--- config.mk ---
export PLATFORM = sky130hd
export DESIGN_NAME = tmc_core
export DESIGN_NICKNAME = d
export VERILOG_FILES = /design/src/hdl/tmc_pkg.sv /design/src/hdl/tmc_core.sv
export SDC_FILE = /design/constraint.sdc
export NUM_CORES = 1
export LEC_CHECK = 0
export ABC_CLOCK_PERIOD_IN_PS = 10800
export BUFFER_PORTS_ARGS = -buffer_cell sky130_fd_sc_hd__buf_2
export CORE_UTILIZATION = 40
export CTS_CLUSTER_DIAMETER = 60
export DETAILED_ROUTE_END_ITERATION = 6
export PLACE_DENSITY = 0.61
export SYNTH_ARGS = -nofsm -noshare
export SYNTH_HDL_FRONTEND = slang
export SYNTH_SLANG_ARGS = --single-unit
--- constraint.sdc ---
create_clock -name clk_sys_i -period 10.8 [get_ports clk_sys_i]
set_input_delay 0.54 -clock clk_sys_i [delete_from_list [all_inputs] [get_ports clk_sys_i]]
set_output_delay 0.54 -clock clk_sys_i [all_outputs]
set_load 0.005 [all_outputs]
--- src/hdl/tmc_pkg.sv ---
// Purpose: shared constants and types of the timer master control core
// Assumes: registers are 16 bits wide and sit in the low half of a 32-bit word
// Notes: field layouts follow the bit order of the two control registers
package tmc_pkg;
    // register byte offsets
    localparam logic [7:0] OFS_COUNTER_CONTROL = 8'h00;
    localparam logic [7:0] OFS_OUTPUT_MASTER = 8'h04;
    localparam logic [7:0] OFS_AUTO_RELOAD = 8'h2C;
    localparam logic [7:0] OFS_CHAN_CTRL = 8'h30;
    localparam logic [15:0] RESET_VALUE = 16'h0000;
    // writable bits; reserved bits read as zero
    localparam logic [15:0] MASK_COUNTER_CONTROL = 16'h03FF;
    localparam logic [15:0] MASK_OUTPUT_MASTER = 16'h7FFD;
    // alignment codes
    localparam logic [1:0] ALIGN_EDGE = 2'h0;
    localparam logic [1:0] ALIGN_DOWN = 2'h1;
    localparam logic [1:0] ALIGN_UP = 2'h2;
    localparam logic [1:0] ALIGN_BOTH = 2'h3;
    // sample clock division codes and their terminal counts
    localparam logic [1:0] DIV_BY1 = 2'h0;
    localparam logic [1:0] DIV_BY2 = 2'h1;
    localparam logic [1:0] DIV_BY4 = 2'h2;
    localparam logic [1:0] LAST_BY1 = 2'h0;
    localparam logic [1:0] LAST_BY2 = 2'h1;
    localparam logic [1:0] LAST_BY4 = 2'h3;
    localparam logic [1:0] LOCK_OFF = 2'h0;
    // master output selection
    typedef enum logic [2:0] {
        MOS_RESET = 3'h0,
        MOS_ENABLE = 3'h1,
        MOS_UPDATE = 3'h2,
        MOS_CMP_PULSE = 3'h3,
        MOS_REF0 = 3'h4,
        MOS_REF1 = 3'h5,
        MOS_REF2 = 3'h6,
        MOS_REF3 = 3'h7
    } tmc_mos_t;
    typedef struct packed {
        logic [5:0] rsvd;
        logic [1:0] sample_clock_division;
        logic reload_preload_enable;
        logic [1:0] alignment_select;
        logic dir;
        logic single_pulse_mode;
        logic update_source_select;
        logic update_disable;
        logic counter_enable_bit;
    } tmc_cnt_ctrl_t;
    typedef struct packed {
        logic rsvd15;
        logic [6:0] idle_levels; // ch3, ch2n, ch2, ch1n, ch1, ch0n, ch0
        logic input_combine_select;
        tmc_mos_t master_output_select;
        logic channel_dma_timing;
        logic commutation_source_select;
        logic rsvd1;
        logic channel_control_preload;
    } tmc_out_ctrl_t;
    // register port request
    typedef struct packed {
        logic [7:0] addr;
        logic [31:0] wdata;
        logic [3:0] be;
        logic wr;
        logic rd;
    } tmc_bus_req_t;
endpackage

--- src/hdl/tmc_core.sv ---
// Purpose: control core of a timer: counter control, master output, idle levels
// Assumes: counter, slave controller and channels live outside and feed pulses
// Notes: register port answers reads one cycle later and never stalls
// How it works
// - debug halt freezes the counter when the stop configuration bit is set
// - registers accept half-word and word accesses through byte enables
// - reload value written directly, or buffered until update when preloaded
// - centre alignment gates compare flags to down, up or both directions
// - edge alignment outside encoder mode uses direction bit; it is read-only otherwise
// - single pulse mode clears counter enable at the next update event
// - update source bit limits update requests to overflow or underflow
// - update event from overflow, software or slave loads the reload shadow register
// - update disable blocks update events but still reinitialises counter
// - trigger mode sets counter enable in hardware on the trigger
// - with main output off, outputs take idle levels after dead-time
// - idle level writes are ignored while any lock level is set
// - timer input 1 is channel pin 0 or XOR of three pins
// - master select 000 sends software update, slave reset one cycle late
// - master select 001 sends counter run signal, gated part delayed unless master/slave sync is on
// - master select 010 sends the update event
// - master select 011 pulses on every channel 1 capture or compare
// - master selects 100 to 111 send compare references 0 to 3
// - channel DMA requests follow channel events or the update event
// - commutation on software bit, or also on trigger rising edge
// - channel control bits preloaded take effect only at commutation
//
// Added by the designer: the plain strobed port.
`timescale 1ns/10ps
module tmc_core #(
    parameter int RLD_W = 16,
    parameter int CHC_W = 16
) (
    input wire logic clk_sys_i,
    input wire logic rst_i,
    input wire tmc_pkg::tmc_bus_req_t reg_req_i,
    output logic [31:0] reg_rdata_o,
    input wire logic debug_halt_i,
    input wire logic debug_stop_cfg_i,
    input wire logic overflow_i,
    input wire logic software_update_generate_i,
    input wire logic slave_reset_i,
    input wire logic slave_update_i,
    input wire logic encoder_mode_i,
    input wire logic trigger_mode_i,
    input wire logic gated_mode_i,
    input wire logic trigger_input_i,
    input wire logic trigger_edge_i,
    input wire logic master_slave_sync_i,
    input wire logic count_down_i,
    input wire logic [1:0] lock_level_i,
    input wire logic main_output_enable_i,
    input wire logic dead_time_done_i,
    input wire logic [6:0] chan_drive_i,
    input wire logic [2:0] chan_pins_i,
    input wire logic channel1_flag_set_i,
    input wire logic [3:0] cc_event_i,
    input wire logic [3:0] compare_ref_i,
    input wire logic software_commutation_i,
    output logic counter_run_signal_o,
    output logic count_down_o,
    output logic [1:0] alignment_o,
    output logic cmp_flag_enable_o,
    output logic update_event_o,
    output logic update_req_o,
    output logic counter_reinit_o,
    output logic [RLD_W-1:0] auto_reload_value_o,
    output logic [CHC_W-1:0] chan_ctrl_o,
    output logic commutation_o,
    output logic [6:0] chan_out_o,
    output logic ti1_o,
    output logic trigger_output_o,
    output logic [3:0] cc_dma_req_o,
    output logic sample_tick_o
);

    tmc_pkg::tmc_cnt_ctrl_t ctl1_q;
    tmc_pkg::tmc_out_ctrl_t ctl2_q;
    logic [RLD_W-1:0] rld_pre_q;
    logic [RLD_W-1:0] rld_q;
    logic [CHC_W-1:0] chc_pre_q;
    logic [CHC_W-1:0] chc_q;
    logic [31:0] rdata_q;
    logic [2:0] pin_s1_q;
    logic [2:0] pin_s2_q;
    logic [2:0] pin_s3_q;
    logic [2:0] pin_q;
    logic [1:0] div_cnt_q;
    logic [1:0] div_last;
    logic slave_reset_q;
    logic gate_q;
    logic trg_q;
    logic [6:0] out_q;
    logic [3:0] dma_q;
    logic [15:0] wmask;
    logic [15:0] wlane;
    logic wr_ctl1;
    logic wr_ctl2;
    logic wr_rld;
    logic wr_chc;
    logic upd_ev;
    logic com_ev;
    logic dir_free;
    logic gate_sel;
    logic run_raw;
    tmc_pkg::tmc_cnt_ctrl_t ctl1_w;
    tmc_pkg::tmc_out_ctrl_t ctl2_w;

    // byte enables pick the lanes, so half-word and word writes both land
    assign wmask = {{8{reg_req_i.be[1]}}, {8{reg_req_i.be[0]}}};
    assign wlane = reg_req_i.wdata[15:0];
    assign wr_ctl1 = reg_req_i.wr && (reg_req_i.addr == tmc_pkg::OFS_COUNTER_CONTROL);
    assign wr_ctl2 = reg_req_i.wr && (reg_req_i.addr == tmc_pkg::OFS_OUTPUT_MASTER);
    assign wr_rld = reg_req_i.wr && (reg_req_i.addr == tmc_pkg::OFS_AUTO_RELOAD);
    assign wr_chc = reg_req_i.wr && (reg_req_i.addr == tmc_pkg::OFS_CHAN_CTRL);

    // update event and its request; reinit happens even when events are blocked
    assign upd_ev = !ctl1_q.update_disable
        && (overflow_i || software_update_generate_i || slave_update_i);
    assign update_req_o = upd_ev && (!ctl1_q.update_source_select || overflow_i);
    assign update_event_o = upd_ev;
    assign counter_reinit_o = software_update_generate_i || slave_reset_i;

    // direction bit is only writable in edge alignment outside encoder mode
    assign dir_free = (ctl1_q.alignment_select == tmc_pkg::ALIGN_EDGE) && !encoder_mode_i;

    // merged write value of the counter control register
    always_comb begin
        ctl1_w = (ctl1_q & ~wmask) | (wlane & wmask & tmc_pkg::MASK_COUNTER_CONTROL);
        if (!dir_free) begin
            ctl1_w.dir = ctl1_q.dir;
        end
    end

    // counter control: software write, single-pulse stop, trigger start
    always_ff @(posedge clk_sys_i or posedge rst_i) begin
        if (rst_i) begin
            ctl1_q <= tmc_pkg::RESET_VALUE;
        end else begin
            ctl1_q <= wr_ctl1 ? ctl1_w : ctl1_q;
            if (ctl1_q.single_pulse_mode && upd_ev) begin
                ctl1_q.counter_enable_bit <= 1'b0;
            end
            // a trigger in the same cycle wins so a start is never lost
            if (trigger_mode_i && trigger_edge_i) begin
                ctl1_q.counter_enable_bit <= 1'b1;
            end
        end
    end

    // merged write value of the output and master control register
    always_comb begin
        ctl2_w = (ctl2_q & ~wmask) | (wlane & wmask & tmc_pkg::MASK_OUTPUT_MASTER);
        if (lock_level_i != tmc_pkg::LOCK_OFF) begin
            ctl2_w.idle_levels = ctl2_q.idle_levels;
        end
    end

    // output and master control register
    always_ff @(posedge clk_sys_i or posedge rst_i) begin
        if (rst_i) begin
            ctl2_q <= tmc_pkg::RESET_VALUE;
        end else if (wr_ctl2) begin
            ctl2_q <= ctl2_w;
        end
    end

    // reload value: preload always written, shadow direct or at update
    always_ff @(posedge clk_sys_i or posedge rst_i) begin
        if (rst_i) begin
            rld_pre_q <= '0;
            rld_q <= '0;
        end else begin
            if (wr_rld) begin
                rld_pre_q <= (rld_pre_q & RLD_W'(~wmask)) | RLD_W'(wlane & wmask);
            end
            if (wr_rld && !ctl1_q.reload_preload_enable) begin
                rld_q <= (rld_pre_q & RLD_W'(~wmask)) | RLD_W'(wlane & wmask);
            end else if (upd_ev) begin
                rld_q <= rld_pre_q;
            end
        end
    end

    // commutation event from the software bit or, optionally, the trigger edge
    assign com_ev = software_commutation_i
        || (ctl2_q.commutation_source_select && trigger_edge_i);

    // channel control bits: immediate, or held until a commutation event
    always_ff @(posedge clk_sys_i or posedge rst_i) begin
        if (rst_i) begin
            chc_pre_q <= '0;
            chc_q <= '0;
        end else begin
            if (wr_chc) begin
                chc_pre_q <= (chc_pre_q & CHC_W'(~wmask)) | CHC_W'(wlane & wmask);
            end
            if (!ctl2_q.channel_control_preload) begin
                chc_q <= wr_chc ? ((chc_pre_q & CHC_W'(~wmask)) | CHC_W'(wlane & wmask))
                    : chc_pre_q;
            end else if (com_ev) begin
                chc_q <= chc_pre_q;
            end
        end
    end
    assign chan_ctrl_o = chc_q;
    assign commutation_o = com_ev;
    assign auto_reload_value_o = rld_q;

    // read path; unmapped offsets and the upper half read as zero
    always_ff @(posedge clk_sys_i or posedge rst_i) begin
        if (rst_i) begin
            rdata_q <= 32'h0000_0000;
        end else if (reg_req_i.rd) begin
            unique case (reg_req_i.addr)
                tmc_pkg::OFS_COUNTER_CONTROL:
                    rdata_q <= {16'h0000, ctl1_q[15:5], count_down_o, ctl1_q[3:0]};
                tmc_pkg::OFS_OUTPUT_MASTER: rdata_q <= {16'h0000, ctl2_q};
                tmc_pkg::OFS_AUTO_RELOAD: rdata_q <= 32'(rld_pre_q);
                tmc_pkg::OFS_CHAN_CTRL: rdata_q <= 32'(chc_pre_q);
                default: rdata_q <= 32'h0000_0000;
            endcase
        end else begin
            rdata_q <= 32'h0000_0000;
        end
    end
    assign reg_rdata_o = rdata_q;

    // counter run: enable bit OR gated trigger, frozen by debug halt if asked
    assign gate_sel = gated_mode_i && trigger_input_i;
    assign run_raw = ctl1_q.counter_enable_bit || gate_sel;
    assign counter_run_signal_o = run_raw && !(debug_halt_i && debug_stop_cfg_i);

    // direction seen by the counter, and the compare flag gate
    assign count_down_o = dir_free ? ctl1_q.dir : count_down_i;
    assign alignment_o = ctl1_q.alignment_select;
    always_comb begin
        unique case (ctl1_q.alignment_select)
            tmc_pkg::ALIGN_DOWN: cmp_flag_enable_o = count_down_i;
            tmc_pkg::ALIGN_UP: cmp_flag_enable_o = !count_down_i;
            default: cmp_flag_enable_o = 1'b1;
        endcase
    end

    // channel pins: three flops, a change counts once stages two and three agree
    always_ff @(posedge clk_sys_i or posedge rst_i) begin
        if (rst_i) begin
            pin_s1_q <= 3'h0;
            pin_s2_q <= 3'h0;
            pin_s3_q <= 3'h0;
            pin_q <= 3'h0;
        end else begin
            pin_s1_q <= chan_pins_i;
            pin_s2_q <= pin_s1_q;
            pin_s3_q <= pin_s2_q;
            pin_q <= (pin_s2_q & pin_s3_q) | (pin_q & (pin_s2_q ^ pin_s3_q));
        end
    end
    assign ti1_o = ctl2_q.input_combine_select ? ^pin_q : pin_q[0];

    // idle levels after dead-time; registered so pins never glitch on a mux
    always_ff @(posedge clk_sys_i or posedge rst_i) begin
        if (rst_i) begin
            out_q <= 7'h00;
        end else if (!main_output_enable_i && dead_time_done_i) begin
            out_q <= ctl2_q.idle_levels;
        end else begin
            out_q <= chan_drive_i;
        end
    end
    assign chan_out_o = out_q;

    // delay stages for the slave reset and the unsynchronised gate
    always_ff @(posedge clk_sys_i or posedge rst_i) begin
        if (rst_i) begin
            slave_reset_q <= 1'b0;
            gate_q <= 1'b0;
        end else begin
            slave_reset_q <= slave_reset_i;
            gate_q <= gate_sel;
        end
    end

    // trigger output; one register stage keeps it clean for slave timers
    always_ff @(posedge clk_sys_i or posedge rst_i) begin
        if (rst_i) begin
            trg_q <= 1'b0;
        end else begin
            unique case (ctl2_q.master_output_select)
                tmc_pkg::MOS_RESET:
                    trg_q <= software_update_generate_i || slave_reset_q;
                tmc_pkg::MOS_ENABLE:
                    trg_q <= ctl1_q.counter_enable_bit
                        || (master_slave_sync_i ? gate_sel : gate_q);
                tmc_pkg::MOS_UPDATE: trg_q <= upd_ev;
                tmc_pkg::MOS_CMP_PULSE: trg_q <= channel1_flag_set_i;
                tmc_pkg::MOS_REF0: trg_q <= compare_ref_i[0];
                tmc_pkg::MOS_REF1: trg_q <= compare_ref_i[1];
                tmc_pkg::MOS_REF2: trg_q <= compare_ref_i[2];
                tmc_pkg::MOS_REF3: trg_q <= compare_ref_i[3];
            endcase
        end
    end
    assign trigger_output_o = trg_q;

    // channel DMA requests, timed by channel event or update event
    always_ff @(posedge clk_sys_i or posedge rst_i) begin
        if (rst_i) begin
            dma_q <= 4'h0;
        end else begin
            dma_q <= ctl2_q.channel_dma_timing ? {4{upd_ev}} : cc_event_i;
        end
    end
    assign cc_dma_req_o = dma_q;

    // sample clock divider; the reserved code runs undivided
    always_comb begin
        unique case (ctl1_q.sample_clock_division)
            tmc_pkg::DIV_BY2: div_last = tmc_pkg::LAST_BY2;
            tmc_pkg::DIV_BY4: div_last = tmc_pkg::LAST_BY4;
            default: div_last = tmc_pkg::LAST_BY1;
        endcase
    end
    always_ff @(posedge clk_sys_i or posedge rst_i) begin
        if (rst_i) begin
            div_cnt_q <= 2'h0;
        end else if (div_cnt_q >= div_last) begin
            div_cnt_q <= 2'h0;
        end else begin
            div_cnt_q <= div_cnt_q + 2'h1;
        end
    end
    assign sample_tick_o = (div_cnt_q >= div_last);
endmodule

==> flow_metrics.env, run 1 <==
export IMPL_fin_skew_ns=0.00713
export IMPL_maxCapViolations=0
export IMPL_cts_buffers=17
export IMPL_setup_violations=0
export IMPL_wl_per_cell_um=18.2
export IMPL_area_growth_pct=23.0
export IMPL_period_share_pct=24.3
export IMPL_p_per_area_mw_per_mm2=181
export IMPL_design_area_mm2=0.00752
export IMPL_synth_cell_types=50
export IMPL_setup_tns_ns=0
export IMPL_die_x_um=126
export IMPL_final_cell_mix="140 x dfrtp_1, 137 x buf_2, 55 x mux2_2"
export IMPL_yosysSeqAreaShare_pct=57.3
export IMPL_async_reset_ff_share_pct=100
export IMPL_worst_skew_pair_late_latency_ns=0.42
export IMPL_status="complete, but fails checks"
export IMPL_start_util_pct=41.6
export IMPL_cp_max_fo=18
export IMPL_ir_drop_mv=0.0890
export IMPL_layout_setup_ws_ns=8.17
export IMPL_vias=4555
export IMPL_ant_nets=0
export IMPL_postPlaceCellArea_mm2=0.00688
export IMPL_fin_hold_ws_ns=0.227
export IMPL_h_tree_depth=4
export IMPL_yosys_top_cells_area="dfrtp_1 57%, mux2_2 10%, inv_1 2.9%"
export IMPL_cts_tree="done"
export IMPL_track_usage_pct=20.7
export IMPL_netlist_instances=519
export IMPL_nets=747
export IMPL_failed_checks="design-rule violations"
export IMPL_worstMarginPinSlew_ns=1.17
export IMPL_hp_class="input pin to register"
export IMPL_clockBufferDepth=2
export IMPL_dp_slack_ns=7.79
export IMPL_final_common_cell="dfrtp_1"
export IMPL_core_mm2=0.0147
export IMPL_gr_total_overflow=0
export IMPL_gp_congestion=0.744
export IMPL_drive_gt1_share_pct=35.7
export IMPL_postSynth_topFlopCell="dfrtp_1"
export IMPL_first_iter_violations=319
export IMPL_hold_viol=0
export IMPL_viasPerCell=5.35
export IMPL_grt_max_degree=79
export IMPL_cp_cell_sequence="buf_2 > nor4_4 > and4_1 > mux2_1 > a22o_1"
export IMPL_synth_edff_count=0
export IMPL_cts_setup_buffers=0
export IMPL_hpwl_um=10800
export IMPL_io_pins=172
export IMPL_cts_clk_slew_worst_paths_ns=0.06
export IMPL_p_leak_nw=3.65
export IMPL_antenna_found_initial=1
export IMPL_drc=22
export IMPL_dieHeight_um=126
export IMPL_drtPass1Iterations=7
export IMPL_cpMaxStageDelayCell="nor4_4"
export IMPL_crit_type="input pin to register"
export IMPL_synth_largest_area_cell="dfrtp_1"
export IMPL_grt_pass1_vias=4748
export IMPL_ys_ff_latch=140
export IMPL_cp_end_kind="register"
export IMPL_synth_top_area_share_pct=57.3
export IMPL_slew_viol_final=0
export IMPL_cts_root_buf="clkbuf_16"
export IMPL_grt_pass1_wl_um=24800
export IMPL_wl_um=15500
export IMPL_cp_arrival_ns=2.93
export IMPL_fmaxAchievable_mhz=381
export IMPL_num_rows=44
export IMPL_ys_warnings_count=0
export IMPL_syn_avg_cell_area_um2=11.8
export IMPL_worstPathRequired_ns=11.10
export IMPL_cp_start_kind="input pin"
export IMPL_cts_hold_buf=0
export IMPL_syn_cell_area_mm2=0.00612
export IMPL_rsz0062_at_grt="no"
export IMPL_fin_crit_ns=2.63
export IMPL_cts_resized=0
export IMPL_cp_slowest_stage_delay_ns=1.01
export IMPL_die_area_mm2=0.0158
export IMPL_io_buffers=137
export IMPL_cts_sinks=140
export IMPL_relSlewSlack_pct=21.7
[stage by stage]
stage / total power, W / util, % / instances
after floorplan: 0.000676 / - / 534
after global placement: 0.000743 / 46.8 / 818
after detailed placement: 0.000749 / 46.8 / 818
after CTS: 0.00137 / 51.1 / 850
after global routing: 0.00141 / 51.2 / 851
final: 0.00136 / 51.2 / 852
[where the power goes]
part / internal [W] / switching [W] / total [W]
clock network: 0.000404 / 0.000217 / 0.000621
logic: 0.0000693 / 0.0000729 / 0.000142
registers: 0.000569 / 0.0000267 / 0.000595
[critical path, delay by kind of cell]
| kind | cells | cell delay [ns] |
|---|---|---|
| AND/OR/NAND/NOR | 2 | 1.65 |
| multiplexers | 1 | 0.38 |
| AO/OA/AOI/OAI | 1 | 0.20 |
| buffers and inverters | 1 | 0.15 |
[cell usage after synthesis, types with 6 or more instances]
cell	n
dfrtp_1	140
mux2_2	55
inv_1	47
nand2_1	36
a21oi_1	30
o21ai_0	27
buf_4	19
o22ai_1	16
a222oi_1	11
clkbuf_1	11
nor2b_1	11
buf_2	10
nor2_1	10
ha_1	9
nor3_1	9
o32ai_1	8
a221oi_1	6
[layout make-up]
class	count	area, µm²
Tap cell	184	230
Timing Repair Buffer	140	708
Antenna cell	2	5.00
Clock buffer	21	470
Inverter	47	181
Clock inverter	11	165
Fill cell	1271	7180
Sequential cell	140	3500
Multi-Input combinational cell	307	2260
[cell families after synthesis]
family,Yosys count,share of synthesized area [%]
AND/OR/NAND/NOR,97,8.98
XOR/XNOR,3,0.430
multiplexers,60,11.3
buffers and inverters,87,6.71
flip-flops,140,57.3
adder cells (fa/ha/maj),9,1.84
AO/OA/AOI/OAI,122,13.4
other,1,0.0613
[path summary, 6_finish.rpt]
check | startpoint | slack, ns | depth (start not counted) | endpoint
max reg2reg | register | 8.65 | 4 | chan_ctrl_o[7]
min | chan_pins_i[1] | 0.23 | 1 | pin_s1_q[1]
max in group asynchronous | rst_i | 9.29 | 3 | trigger_output_o
max | reg_req_i[40] | 8.17 | 5 | ctl1_q[0]
min in group asynchronous | rst_i | 0.24 | 2 | auto_reload_value_o[9]
min reg2reg | pin_s1_q[2] | 0.35 | 0 | pin_s2_q[2]
[per-layer routing]
| layer | wire length (µm) | vias to the layer above | share of wire, % | GRT usage, % |
|---|---|---|---|---|
| li1 | - | 2104 | - | - |
| met1 | 6720 | 2263 | 43 | 27.0 |
| met2 | 7510 | 162 | 48 | 33.1 |
| met3 | 954 | 26 | 6.1 | 4.89 |
| met4 | 352 | 0 | 2.3 | 9.11 |
| met5 | 0 | - | 0 | 0 |
No activity file was read; power rests on OpenSTA's default activity.
==> inputs of run 2 (changes only) <==
--- a/config.mk
+++ b/config.mk
@@ -5,12 +5,13 @@
 export SDC_FILE = /design/constraint.sdc
 export NUM_CORES = 1
 export LEC_CHECK = 0
-export ABC_CLOCK_PERIOD_IN_PS = 10800
+export ABC_AREA = 1
+export ABC_CLOCK_PERIOD_IN_PS = 2550
 export BUFFER_PORTS_ARGS = -buffer_cell sky130_fd_sc_hd__buf_2
 export CORE_UTILIZATION = 40
 export CTS_CLUSTER_DIAMETER = 60
 export DETAILED_ROUTE_END_ITERATION = 6
-export PLACE_DENSITY = 0.61
+export PLACE_DENSITY = 0.59
 export SYNTH_ARGS = -nofsm -noshare
 export SYNTH_HDL_FRONTEND = slang
 export SYNTH_SLANG_ARGS = --single-unit
==> constraint.sdc (replaced) <==
create_clock -name clk_sys_i -period 2.55 [get_ports clk_sys_i]
set_input_delay 0.1275 -clock clk_sys_i [delete_from_list [all_inputs] [get_ports clk_sys_i]]
set_output_delay 0.1275 -clock clk_sys_i [all_outputs]
set_load 0.005 [all_outputs]
==> flow_metrics.env, run 2 <==
export IMPL_dp_cells=1272
export IMPL_nets=1192
export IMPL_synth_top_area_share_pct=48.5
export IMPL_async_reset_ff_share_pct=100
export IMPL_antenna_found_initial=0
export IMPL_ir_drop_mv=0.439
export IMPL_ys_ff_latch=140
export IMPL_core_mm2=0.0175
export IMPL_cts_root_buf="clkbuf_16"
export IMPL_hp_class="input pin to register"
export IMPL_io_pins=172
export IMPL_cts_clk_slew_worst_paths_ns=0.06
export IMPL_worstMarginPinSlew_ns=0.900
export IMPL_h_tree_depth=4
export IMPL_netlist_instances=935
export IMPL_p_leak_nw=4.94
export IMPL_ant_nets=0
export IMPL_yosysSeqAreaShare_pct=48.5
export IMPL_fin_crit_ns=1.94
export IMPL_wl_um=20200
export IMPL_grt_util_met3_pct=4.14
export IMPL_reg2reg_depth=8
export IMPL_layout_setup_ws_ns=0.607
export IMPL_start_util_pct=41.3
export IMPL_synth_most_common_cell="nand2_1"
export IMPL_final_common_cell="nand2_1"
export IMPL_synth_cell_types=34
export IMPL_grtUsageMet1_pct=33.6
export IMPL_p_per_area_mw_per_mm2=650
export IMPL_grt_pass1_wl_um=32200
export IMPL_cp_num_buf_inv=3
export IMPL_final_cells=1336
export IMPL_syn_cell_area_mm2=0.00722
export IMPL_cts_resized=0
export IMPL_ys_warnings_count=0
export IMPL_grt_use_met2_pct=34.5
export IMPL_first_iter_violations=749
export IMPL_worst_skew_pair_late_latency_ns=0.43
export IMPL_cp_max_fo=3
export IMPL_hpwl_um=14200
export IMPL_dp_slack_ns=0.799
export IMPL_vias=6427
export IMPL_antenna_cells=0
export IMPL_dieHeight_um=136
export IMPL_drtPass1Iterations=6
export IMPL_hold_viol=0
export IMPL_drive_gt1_share_pct=19.1
export IMPL_yosys_top_cells_area="dfrtp_1 49%, nand2_1 17%, inv_1 5.7%"
export IMPL_crit_type="register to primary output"
export IMPL_io_buffers=137
export IMPL_area_growth_pct=25.6
export IMPL_path_delay_family="adder cells"
export IMPL_fin_skew_ns=0.00997
export IMPL_die_x_um=136
export IMPL_status="complete, no violations"
export IMPL_hold_depth=3
export IMPL_n_fill_cell=1684
export IMPL_final_cell_mix="323 x nand2_1, 140 x dfrtp_1, 137 x buf_2"
export IMPL_top_usage_layer="met2"
export IMPL_worstPathRequired_ns=2.42
export IMPL_cts_buffers=17
export IMPL_slew_viol_final=0
export IMPL_synth_edff_count=0
export IMPL_setup_tns_ns=0
export IMPL_ys_top_cells_by_count="323 x nand2_1, 140 x dfrtp_1, 110 x inv_1"
export IMPL_cp_cell_sequence="inv_1 > ha_1 > inv_1 > ha_1 > o21ai_0 > nand2_1 > buf_2"
export IMPL_r2r_end="auto_reload_value_o[9]"
export IMPL_maxCapViolations=0
export IMPL_cp_start_kind="register"
export IMPL_rsz0062_at_grt="no"
export IMPL_cpMaxStageDelayCell="dfrtp_1"
export IMPL_period_share_pct=76.2
export IMPL_setup_violations=0
export IMPL_cts_tree="done"
export IMPL_die_area_mm2=0.0186
export IMPL_wl_per_cell_um=15.1
export IMPL_gp_congestion=0.824
export IMPL_synth_largest_area_cell="dfrtp_1"
export IMPL_relSlewSlack_pct=39.9
export IMPL_postSynth_topFlopCell="dfrtp_1"
export IMPL_postPlaceCellArea_mm2=0.00805
export IMPL_design_area_mm2=0.00907
export IMPL_cts_sinks=140
export IMPL_drc=0
export IMPL_gr_total_overflow=0
export IMPL_grt_max_degree=50
export IMPL_syn_avg_cell_area_um2=7.72
export IMPL_fin_hold_ws_ns=0.00864
export IMPL_cp_slowest_stage_delay_ns=0.35
export IMPL_cp_end_kind="primary output"
export IMPL_clockBufferDepth=2
export IMPL_cp_arrival_ns=1.82
export IMPL_track_usage_pct=23.0
export IMPL_fmaxAchievable_mhz=515
export IMPL_grt_pass1_vias=6034
export IMPL_r2r_setup_slack_ns=0.95
export IMPL_viasPerCell=4.81
export IMPL_hold_start="reg_req_i[16]"
export IMPL_num_rows=48
-- run 2: area by class of cell --
type	instances	area, µm²	share of cell area [%]
inverters	114	432	4.76
flip-flops and latches	140	3500	38.6
repair buffers	181	1120	12.4
clock buffers	21	460	5.08
well taps	225	282	3.10
multi-input cells	644	3040	33.5
clock inverters	11	238	2.62
-- run 2: through the flow --
stage | utilization, % | total power, W
after floorplan | - | 0.00273
after detailed placement | 46.1 | 0.00294
after CTS | 51.9 | 0.00594
final | 51.9 | 0.00590
after global placement | 46.1 | 0.00293
after global routing | 51.9 | 0.00612
-- run 2: power by group --
part           switching [W]  internal, W
Clock               0.000978      0.00199
Sequential         0.0000704      0.00232
Combinational       0.000318     0.000227
Total                0.00137      0.00453
-- run 2: worst max path at each step --
stage / startpoint / end / slack, ns / cells past startpoint
after floorplan: rst_i / async pin / 0.67 / 1
after global placement: reg_req_i[45] / register / 0.82 / 7
after detailed placement: reg_req_i[45] / register / 0.80 / 7
after CTS: register / sample_tick_o / 0.59 / 7
after global routing: register / sample_tick_o / 0.49 / 7
final: register / sample_tick_o / 0.61 / 7
-- run 2: metal layers --
| metal | wire length, µm | share of wire [%] |
|---|---|---|
| met2 | 8930 | 44 |
| met1 | 9750 | 48 |
| met3 | 1300 | 6.4 |
| met5 | 0 | 0 |
| met4 | 219 | 1.1 |
-- run 2: worst register-to-register path: stages (launching register included) --
cell     delay [ns]
dfrtp_1        0.38
inv_1          0.21
nand2_2        0.10
inv_1          0.29
buf_4          0.25
nand2_1        0.06
nand2_1        0.07
nand2_1        0.11
nand2_1        0.07
-- run 2: repair_timing --
| item | CTS | global route |
|---|---|---|
| buffers inserted | 0 | 0 |
| endpoints found under the hold margin | 70 | 0 |
| hold buffers | 32 | 0 |
-- run 2: cells by family after synthesis --
| kind of cell | share of synthesized area (%) |
|---|---|
| adder cells (fa/ha/maj) | 1.56 |
| flip-flops | 48.5 |
| buffers and inverters | 10.3 |
| XOR/XNOR | 0.243 |
| other | 0.0519 |
| AND/OR/NAND/NOR | 31.8 |
| multiplexers | 1.09 |
| AO/OA/AOI/OAI | 6.52 |
